File: config.mk
export PLATFORM = sky130hd
export DESIGN_NAME = phy_mgmt_regs
export DESIGN_NICKNAME = d
export VERILOG_FILES = /design/src/design/phy_mgmt_pkg.sv /design/src/design/phy_mgmt_regs.sv
export SDC_FILE = /design/constraint.sdc
export NUM_CORES = 1
export LEC_CHECK = 0
export BUFFER_PORTS_ARGS = -buffer_cell sky130_fd_sc_hd__buf_2
export CAP_MARGIN = 20
export CORE_AREA = 4 4 71 73
export DETAILED_ROUTE_END_ITERATION = 8
export DIE_AREA = 0 0 75 77
export GPL_ROUTABILITY_DRIVEN = 0
export MAX_ROUTING_LAYER = met4
export PLACE_DENSITY_LB_ADDON = 0.3
export SETUP_SLACK_MARGIN = 0.4
export SYNTH_ARGS = -nofsm -noshare
export SYNTH_HDL_FRONTEND = slang
export SYNTH_SLANG_ARGS = --single-unit
File: constraint.sdc
create_clock -name sys_clk -period 3.79 [get_ports sys_clk]
set_clock_uncertainty 0.15 [all_clocks]
set_input_delay 0.379 -clock sys_clk [delete_from_list [all_inputs] [get_ports sys_clk]]
set_output_delay 0.379 -clock sys_clk [all_outputs]
set_load 0.01 [all_outputs]
File: src/design/phy_mgmt_pkg.sv
// Register map, field positions and reset values of the management bank
`default_nettype none
package phy_mgmt_pkg;
  // Register indices on the management port
  localparam logic [4:0] PARTNER_ABILITY_IDX = 5'h05;
  localparam logic [4:0] AN_EXPANSION_IDX    = 5'h06;
  localparam logic [4:0] STATUS_CONTROL_IDX  = 5'h10;
  localparam logic [4:0] SPECIAL_CONTROL_IDX = 5'h11;

  // Expansion register fields
  localparam int EXP_PAR_FAULT_BIT    = 4;
  localparam int EXP_PARTNER_NP_BIT   = 3;
  localparam int EXP_LOCAL_NP_BIT     = 2;
  localparam int EXP_PAGE_RX_BIT      = 1;
  localparam int EXP_PARTNER_AN_BIT   = 0;

  // Status and control register fields
  localparam int SC_RSVD_HI_MSB       = 15;
  localparam int SC_RSVD_HI_LSB       = 14;
  localparam int SC_RPD_DISABLE_BIT   = 13;
  localparam int SC_RSVD_12_BIT       = 12;
  localparam int SC_SYNC_BIT          = 11;
  localparam int SC_PD100_BIT         = 10;
  localparam int SC_PD10_BIT          = 9;
  localparam int SC_POLARITY_BIT      = 8;
  localparam int SC_ADDR_MSB          = 6;
  localparam int SC_ADDR_LSB          = 2;
  localparam int SC_SPEED_BIT         = 1;
  localparam int SC_DUPLEX_BIT        = 0;
  // Writable bits of the status and control register
  localparam logic [15:0] SC_WRITE_MASK  = 16'hF000;
  localparam logic [15:0] SC_CTRL_RESET  = 16'h2000;

  // Special control register fields
  localparam int SP_SCR_BYPASS_BIT    = 15;
  localparam int SP_ENC_BYPASS_BIT    = 14;
  localparam int SP_FORCE_H_BIT       = 13;
  localparam int SP_FORCE_34_BIT      = 12;
  localparam int SP_VALID_LINK_BIT    = 11;
  localparam int SP_SYMERR_EN_BIT     = 10;
  localparam int SP_CRS_DISABLE_BIT   = 9;
  localparam int SP_DPD_DISABLE_BIT   = 8;
  localparam int SP_AN_LOOPBACK_BIT   = 7;
  localparam int SP_MDI_TRISTATE_BIT  = 6;
  localparam int SP_FORCE_POL_BIT     = 5;
  localparam int SP_AUTOPOL_DIS_BIT   = 4;
  localparam int SP_SQUELCH_DIS_BIT   = 3;
  localparam int SP_EXT_SQUELCH_BIT   = 2;
  localparam int SP_LINK_INT_DIS_BIT  = 1;
  localparam int SP_JABBER_DIS_BIT    = 0;
  localparam logic [15:0] SP_RESET    = 16'h0000;

  // Unit power-down indications and strap address after reset
  localparam logic        PD_RESET    = 1'b1;
  localparam logic [4:0]  ADDR_RESET  = 5'h00;
endpackage : phy_mgmt_pkg
`default_nettype wire

File: src/design/phy_mgmt_regs.sv
// Management register bank: partner ability, expansion, status/control, special control
//
// Operation
// - Partner ability shows received technology field and selector field, read-only.
// - Partner ability shows partner next page, acknowledge and remote fault, read-only.
// - Parallel detection fault latches high, clears on read, resets to zero.
// - Page received latches high on new page, clears on read, resets zero.
// - Expansion reports partner NP, local NP, partner AN ability; read-only.
// - Automatic reduced power down unless disable bit set; disable resets to one.
// - Status shows 100 Mbps deserializer sync, read-only.
// - Separate 100 and 10 unit power-down indications, one means down, reset one.
// - Detected 10 Mbps receive polarity reported read-only, one is reversed.
// - Sampled PHY address shown as read-only five-bit field.
// - Negotiated speed and duplex reported read-only.
// - Scrambler and 4B/5B bypass controls, reset zero, honoured while set.
// - Force H pattern and 34 pattern controls, reset to normal.
// - Valid link control forces 100 Mbps link valid; reset normal.
// - Symbol error output driven only while its enable is set; reset zero.
// - Carrier sense disable suppresses 100 Mbps receive carrier sense; reset clear.
// - Dynamic power-down performed unless its disable is set; reset zero.
// - Auto-negotiation loopback control; reset to normal mode.
// - Medium interface tri-state control turns transmit driver off; reset normal.
// - Auto polarity correction unless disabled; force polarity selects reversed.
// - Squelch test disable and extended squelch control, both reset zero.
// - Link integrity disable and jabber disable controls, reset normal.
`default_nettype none
module phy_mgmt_regs (
  // Clock and reset
  input  wire logic        sys_clk,
  input  wire logic        rst,

  // Management register port
  input  wire logic [4:0]  regAddr,
  input  wire logic [15:0] regWrData,
  input  wire logic        regWr,
  input  wire logic        regRd,
  output logic      [15:0] regRdData,

  // Address strap pins
  input  wire logic [4:0]  phyAddrPins,

  // Partner page and latched events
  input  wire logic [15:0] partnerPage,
  input  wire logic        pageRxPulse,
  input  wire logic        parFaultPulse,

  // Abilities and negotiated result
  input  wire logic        partnerNpAble,
  input  wire logic        localNpAble,
  input  wire logic        partnerAnAble,
  input  wire logic        anSpeed100,
  input  wire logic        anFullDuplex,

  // Line status
  input  wire logic        rxDeserSync,
  input  wire logic        rxPolDetected,
  input  wire logic        energyDetect,
  input  wire logic        linkUp,

  // Raw receive indications
  input  wire logic        symErrIn,
  input  wire logic        rxCrs100In,

  // Transmit controls
  output logic             scramblerBypass,
  output logic             encoderBypass,
  output logic             forceHPattern,
  output logic             force34Pattern,
  output logic             mdiDriverEnable,

  // Receive controls
  output logic             forceLinkValid,
  output logic             symErrOut,
  output logic             rxCrs100Out,
  output logic             anLoopback,
  output logic             rxPolInvert,

  // Line controls
  output logic             squelchTestEnable,
  output logic             extSquelchEnable,
  output logic             linkIntegrityEnable,
  output logic             jabberEnable,

  // Power controls
  output logic             power100Down,
  output logic             power10Down
);

  // Register state
  logic [15:0] scCtrl_q;
  logic [15:0] scCtrl_d;
  logic [15:0] spCtrl_q;
  logic [15:0] spCtrl_d;
  logic        parFault_q;
  logic        parFault_d;
  logic        pageRx_q;
  logic        pageRx_d;
  logic [15:0] rdData_q;
  logic [15:0] rdData_d;

  // Decoded accesses
  logic        scWrSel;
  logic        spWrSel;
  logic        expRdSel;

  // Strap synchroniser and capture
  logic [4:0]  strapMeta_q;
  logic [4:0]  strapSync_q;
  logic [4:0]  phyAddr_q;
  logic [4:0]  phyAddr_d;
  logic        strapDone_q;
  logic        strapDone_d;
  logic        strapArm_q;
  logic        strapArm_d;

  // Power and datapath gating
  logic        pd100_q;
  logic        pd100_d;
  logic        pd10_q;
  logic        pd10_d;
  logic        symErr_q;
  logic        symErr_d;
  logic        crs100_q;
  logic        crs100_d;
  logic        reducedPower;
  logic        dynPowerDown;
  logic        polInvert;

  // Read word assembly
  logic [15:0] expWord;
  logic [15:0] scWord;

  // Access decode; the master never raises both strobes together
  assign scWrSel  = regWr && (regAddr == phy_mgmt_pkg::STATUS_CONTROL_IDX);
  assign spWrSel  = regWr && (regAddr == phy_mgmt_pkg::SPECIAL_CONTROL_IDX);
  assign expRdSel = regRd && (regAddr == phy_mgmt_pkg::AN_EXPANSION_IDX);

  // Control register writes; read-only bits never take the write data
  always_comb begin
    scCtrl_d = scCtrl_q;
    spCtrl_d = spCtrl_q;
    if (scWrSel) begin
      scCtrl_d = regWrData & phy_mgmt_pkg::SC_WRITE_MASK;
    end
    // Every bit of the special word is a plain control
    if (spWrSel) begin
      spCtrl_d = regWrData;
    end
  end

  // Power-on values; reduced power down starts disabled
  always_ff @(posedge sys_clk) begin
    if (rst) begin
      scCtrl_q <= phy_mgmt_pkg::SC_CTRL_RESET;
      spCtrl_q <= phy_mgmt_pkg::SP_RESET;
    end else begin
      scCtrl_q <= scCtrl_d;
      spCtrl_q <= spCtrl_d;
    end
  end

  // Latched expansion events; a set in the clearing read cycle wins
  always_comb begin
    parFault_d = parFault_q;
    pageRx_d   = pageRx_q;
    // Clear first, so an event in the read cycle overrides it
    if (expRdSel) begin
      parFault_d = 1'b0;
      pageRx_d   = 1'b0;
    end
    // Events set the bits
    if (parFaultPulse) begin
      parFault_d = 1'b1;
    end
    if (pageRxPulse) begin
      pageRx_d = 1'b1;
    end
  end

  // Latched events start clear
  always_ff @(posedge sys_clk) begin
    if (rst) begin
      parFault_q <= 1'b0;
      pageRx_q   <= 1'b0;
    end else begin
      parFault_q <= parFault_d;
      pageRx_q   <= pageRx_d;
    end
  end

  // Strap pins come from outside: two flops before use
  // No reset, so the pair already holds pin data when reset lifts
  always_ff @(posedge sys_clk) begin
    strapMeta_q <= phyAddrPins;
    strapSync_q <= strapMeta_q;
  end

  // Address captured once, at the second edge after reset lifts
  // Limitation: pins changed later are ignored until the next reset
  always_comb begin
    strapArm_d  = 1'b1;
    phyAddr_d   = phyAddr_q;
    strapDone_d = strapDone_q;
    // Arm keeps the capture clear of the releasing edge
    if (strapArm_q && !strapDone_q) begin
      phyAddr_d   = strapSync_q;
      strapDone_d = 1'b1;
    end
  end

  // Registers only; the capture decision lives above
  always_ff @(posedge sys_clk) begin
    if (rst) begin
      strapArm_q  <= 1'b0;
      phyAddr_q   <= phy_mgmt_pkg::ADDR_RESET;
      strapDone_q <= 1'b0;
    end else begin
      strapArm_q  <= strapArm_d;
      phyAddr_q   <= phyAddr_d;
      strapDone_q <= strapDone_d;
    end
  end

  // Power management: no cable energy drops both units unless disabled
  // Energy is taken as given; any debounce belongs upstream
  assign reducedPower = !scCtrl_q[phy_mgmt_pkg::SC_RPD_DISABLE_BIT] && !energyDetect;
  // With a link up, the unit of the unused speed is switched off
  assign dynPowerDown = !spCtrl_q[phy_mgmt_pkg::SP_DPD_DISABLE_BIT] && linkUp;

  always_comb begin
    pd100_d = 1'b0;
    pd10_d  = 1'b0;
    if (reducedPower) begin
      // No energy on the cable: both units sleep
      pd100_d = 1'b1;
      pd10_d  = 1'b1;
    end else if (dynPowerDown) begin
      // Link up: only the unit of the unused speed sleeps
      pd100_d = !anSpeed100;
      pd10_d  = anSpeed100;
    end
  end

  // Both units report down until the first computed value
  always_ff @(posedge sys_clk) begin
    if (rst) begin
      pd100_q <= phy_mgmt_pkg::PD_RESET;
      pd10_q  <= phy_mgmt_pkg::PD_RESET;
    end else begin
      pd100_q <= pd100_d;
      pd10_q  <= pd10_d;
    end
  end

  // Gated receive outputs, registered to keep data outputs glitch free
  always_comb begin
    symErr_d = 1'b0;
    crs100_d = 1'b0;
    // Symbol errors pass only while enabled
    if (spCtrl_q[phy_mgmt_pkg::SP_SYMERR_EN_BIT]) begin
      symErr_d = symErrIn;
    end
    // Carrier sense is blocked while disabled
    if (!spCtrl_q[phy_mgmt_pkg::SP_CRS_DISABLE_BIT]) begin
      crs100_d = rxCrs100In;
    end
  end

  // Gated outputs stay quiet through reset
  always_ff @(posedge sys_clk) begin
    if (rst) begin
      symErr_q <= 1'b0;
      crs100_q <= 1'b0;
    end else begin
      symErr_q <= symErr_d;
      crs100_q <= crs100_d;
    end
  end

  // Expansion word assembly, reserved bits read zero
  always_comb begin
    expWord = 16'h0000;
    // Latched events
    expWord[phy_mgmt_pkg::EXP_PAR_FAULT_BIT]  = parFault_q;
    expWord[phy_mgmt_pkg::EXP_PAGE_RX_BIT]    = pageRx_q;
    // Live abilities
    expWord[phy_mgmt_pkg::EXP_PARTNER_NP_BIT] = partnerNpAble;
    expWord[phy_mgmt_pkg::EXP_LOCAL_NP_BIT]   = localNpAble;
    expWord[phy_mgmt_pkg::EXP_PARTNER_AN_BIT] = partnerAnAble;
  end

  // Status word: writable high bits plus live status
  always_comb begin
    scWord = scCtrl_q;
    // Live line status
    scWord[phy_mgmt_pkg::SC_SYNC_BIT]     = rxDeserSync;
    // Unit power indications
    scWord[phy_mgmt_pkg::SC_PD100_BIT]    = pd100_q;
    scWord[phy_mgmt_pkg::SC_PD10_BIT]     = pd10_q;
    // Polarity, strap and negotiation result
    scWord[phy_mgmt_pkg::SC_POLARITY_BIT] = rxPolDetected;
    scWord[phy_mgmt_pkg::SC_ADDR_MSB:phy_mgmt_pkg::SC_ADDR_LSB] = phyAddr_q;
    scWord[phy_mgmt_pkg::SC_SPEED_BIT]    = anSpeed100;
    scWord[phy_mgmt_pkg::SC_DUPLEX_BIT]   = anFullDuplex;
  end

  // Read mux; data stands only in the cycle after the strobe
  always_comb begin
    rdData_d = 16'h0000;
    if (regRd) begin
      case (regAddr)
        // Partner word and expansion bits, latched events and live abilities
        phy_mgmt_pkg::PARTNER_ABILITY_IDX: rdData_d = partnerPage;
        phy_mgmt_pkg::AN_EXPANSION_IDX:    rdData_d = expWord;
        // Status word with live fields; special word read back as stored
        phy_mgmt_pkg::STATUS_CONTROL_IDX:  rdData_d = scWord;
        phy_mgmt_pkg::SPECIAL_CONTROL_IDX: rdData_d = spCtrl_q;
        // Unmapped words read as zero
        default:                           rdData_d = 16'h0000;
      endcase
    end
  end

  // Read word register; idle cycles load zero
  always_ff @(posedge sys_clk) begin
    if (rst) begin
      rdData_q <= 16'h0000;
    end else begin
      rdData_q <= rdData_d;
    end
  end

  // Zero outside the answer cycle, so a stale word never lingers
  assign regRdData = rdData_q;

  // Special control bits other than symbol error, carrier sense, dynamic power-down and the two polarity bits drive the datapath directly
  // Transmit path controls
  assign scramblerBypass     = spCtrl_q[phy_mgmt_pkg::SP_SCR_BYPASS_BIT];
  assign encoderBypass       = spCtrl_q[phy_mgmt_pkg::SP_ENC_BYPASS_BIT];
  assign forceHPattern       = spCtrl_q[phy_mgmt_pkg::SP_FORCE_H_BIT];
  assign force34Pattern      = spCtrl_q[phy_mgmt_pkg::SP_FORCE_34_BIT];

  // Receive and negotiation controls
  assign forceLinkValid      = spCtrl_q[phy_mgmt_pkg::SP_VALID_LINK_BIT];
  assign anLoopback          = spCtrl_q[phy_mgmt_pkg::SP_AN_LOOPBACK_BIT];

  // Line driver and 10 Mbps receive controls, active high enables
  assign mdiDriverEnable     = !spCtrl_q[phy_mgmt_pkg::SP_MDI_TRISTATE_BIT];
  assign squelchTestEnable   = !spCtrl_q[phy_mgmt_pkg::SP_SQUELCH_DIS_BIT];
  assign extSquelchEnable    = spCtrl_q[phy_mgmt_pkg::SP_EXT_SQUELCH_BIT];
  assign linkIntegrityEnable = !spCtrl_q[phy_mgmt_pkg::SP_LINK_INT_DIS_BIT];
  assign jabberEnable        = !spCtrl_q[phy_mgmt_pkg::SP_JABBER_DIS_BIT];

  // Forced polarity overrides; auto correction follows the detector
  always_comb begin
    polInvert = 1'b0;
    if (spCtrl_q[phy_mgmt_pkg::SP_FORCE_POL_BIT]) begin
      polInvert = 1'b1;
    end else if (!spCtrl_q[phy_mgmt_pkg::SP_AUTOPOL_DIS_BIT]) begin
      polInvert = rxPolDetected;
    end
  end

  assign rxPolInvert = polInvert;

  // Registered status outputs
  assign symErrOut    = symErr_q;
  assign rxCrs100Out  = crs100_q;
  assign power100Down = pd100_q;
  assign power10Down  = pd10_q;

endmodule : phy_mgmt_regs
`default_nettype wire

==> results.md <==
- Outcome: completed
- Clk Tree Root Cell: clkbuf_8
- Critical path's slowest cell: a2111o_1
- Cell Pwr Density: 448.8 nW/µm²
- Yosys warns: 0
- Pin count of the biggest net entering global routing: 32
- Filler instances: 390
- Ys async rst share: 0%
- Syn_area_per_cell: 9.091 µm²
- Clock Latency Late Sink: 330 ps
- Final setup fails: 0
- Number of CTS-inserted buffers: 9
- Clock share of power: 42.6%
- Die width: 75 µm
- Core box area: 4354 µm²
- Worst Path Required: 3880 ps
- Max-cap viol count: 0
- Final ANT Viol Nets: 0
- Die area: 5775 µm²
- Worst slack, placed: 1597 ps
- Hold/Removal Path Class: input port to flop
- Post-Synthesis Cells: 237
- Clk buf depth: 2
- Synth unique cells: 28
- Postcts setup bufs: 0
- Post-synth EDFFs: 0
- Clock sinks: 59
- Nets: 388
- Post-synthesis sequential area ratio: 54.82%
- DRC Markers: 0
- Vias: 1997
- Crit path DAT: 1970 ps
- Total grt overflow: 0
- Top FF cell, synth: dfxtp_1
- HPWL Detailed: 3862 µm
- Layout cell share with drive strength beyond 1: 31.44%
- Mapped Nets: 296
- Syn-to-layout area delta: 31.65%
- CP Class: input port to flop
- DR iter-0 viols: 112
- Synthesized flop and latch total: 59
- Fin crit share: 49.63%
- Leak: 1.263 nW
- Vias in the first global route: 1939
- Clock Pin Slew Worst Setup and Hold Paths: 60 ps
- Core Util, Final: 65.14%
- Switching power: 0.2711 mW
- Logic pwr share: 7.0%
- Critical Path Max Stage Delay: 680 ps
- Setup WS post-layout: 1909 ps
- Port-buffer cells: 90
- Area contributors post-synth: dfxtp_1 55%, nand2_1 7.7%, a21oi_1 6.0%
- CP startpoint kind: input port
- Crit end category: flop
- Initial antenna violation count: 0
- Routed WL per cell: 14.15 µm
- Htree depth: 3
- Final Hold Viols: 0
- Vias per cell: 5.174
- Cell accounting for the most synthesized area: dfxtp_1
- CTS tree: built
- Total Routing Usage GR: 20.42%
- Hold_ws: 113.6 ps
- Final WL: 5460 µm
- Internal: 1.002 mW
- Reg power frac: 50.4%
- VDD IR-drop max: 0.0002814 V
- Max frequency: 0.5317 GHz
- Min cycle time layout: 1881 ps
- Row Count: 24
- Initial core utilization: 49.48%
- CP max FO: 16
- Max-slew violations: 0
- Die Ht: 77 µm
- Slew headroom: 59.07%
- Global-route wire length before repair: 8687 µm
- DP Area: 2599 µm²
- RSZ-0062 raised after global routing: false
- DRT Pass-1 Iters: 4
- N_diodes: 0
- Cts repair resizes: 0
- Synth top area share: 54.82%
- Sw frac: 21.30%
- I/O pins: 91
- Finished Cell Area: 2836 µm²
- Worst-margin pin slew: 612.3 ps
- Setup TNS: 0 ps
- Area of the mapped netlist: 2155 µm²
- Critical-path cell list: buf_2, and2b_1, o21ai_1, a2111o_1, nor3b_1
[synth_stat cells, types with 4 or more instances]
library cell,number
a21oi_1,26
a22o_1,6
a22oi_1,15
and3_1,6
clkbuf_1,8
dfxtp_1,59
inv_1,8
mux2i_1,9
nand2_1,44
nor2_1,21
nor2b_1,5
nor3b_1,4
[final timing paths]
path | from | to | slack, ps | cells after the start
hold / removal | pageRxPulse | pageRx_q$_SDFFE_PP0P_ | 110 | 3
hold reg to reg | strapMeta_q[2]$_DFF_P_ | strapSync_q[2]$_DFF_P_ | 180 | 0
setup / recovery | regAddr[4] | regRdData[7]$_SDFF_PP0_ | 1910 | 5
setup reg to reg | strapArm_q$_DFF_P_ | phyAddr_q[0]$_SDFFE_PP0P_ | 2420 | 3
[worst max-delay path: cells and delay by family]
kind / cells / cell delay [ps]
AO/OA/AOI/OAI: 2 / 790
buffers and inverters: 1 / 120
AND/OR/NAND/NOR: 2 / 670
[cell type report]
class,instances,area [µm²],area share [%]
clock buffers,14,152.6,5.382
clock inverters,2,35.03,1.235
inverters,8,30.03,1.059
multi-input cells,156,872.1,30.75
flip-flops and latches,59,1181,41.64
well taps,52,65.06,2.294
repair buffers,95,500.5,17.64
[state kept, by name, summed over array words and instances (netlist names), 4 cells and up]
name	count
regRdData	16
strapMeta_q	5
spCtrl_q	16
strapSync_q	5
phyAddr_q	5
scCtrl_q	4
[what timing repair did]
| action | CTS | global route |
|---|---|---|
| hold buffers | 5 | 0 |
| endpoints found under the setup margin | 0 | 0 |
| endpoints found under the hold margin | 5 | 0 |
[per-layer routing]
layer  up-vias  track usage (%)  wire, µm
met1       922            23.39      2256
met2        76            31.18      2636
li1        991                -         -
met3         8            8.889       487
met4         0            7.651        78
met5         -                -         0
[cell usage in the layout, fill, tap and decap left out]
cell and instances:
a22o_1 6, nand2b_1 1, a2111o_1 1, a21oi_1 26, clkbuf_8 10, clkinv_2 1, buf_2 90, o21ai_1 1
dfxtp_1 59, nor2b_1 5, and2_1 1, nand3_1 2, a31oi_1 2, o21ai_0 3, nor3b_1 4, mux2i_1 9
nor2b_4 1, mux2_2 2, a21o_1 1, bufinv_16 1, nand4_1 3, nand2_1 44, nor2_1 21, and2b_1 2
a22oi_1 15, inv_1 8, and3_1 6, dlygate4sd3_1 5, clkbuf_1 4
[kinds of logic (layout without fill, tap and decap cells)]
| group | count (synthesis) | in the layout | synth area share [%] |
|---|---|---|---|
| AOI/OAI and AO/OA | 55 | 55 | 16.09 |
| muxes | 11 | 11 | 5.227 |
| buffers and inverters | 22 | 119 | 4.703 |
| and+or+nand+nor | 90 | 90 | 19.16 |
| DFF | 59 | 59 | 54.82 |
[power groups by stage]
stage	clock network [mW]	logic (mW)	registers [mW]
finish	0.542	0.0891	0.642
global route	0.582	0.0980	0.644
CTS	0.554	0.0887	0.642
detailed placement	0	0.0840	0.656
global placement	0	0.0833	0.655
floorplan	0	0.0407	0.655
[per-stage QoR]
step                      std cells  total power [mW]
after floorplan                 237            0.6962
after global placement          365            0.7387
after detailed placement        365            0.7397
after CTS                       386             1.285
after global routing            386             1.324
final                           386             1.273
(Power assumes the default switching activity.)
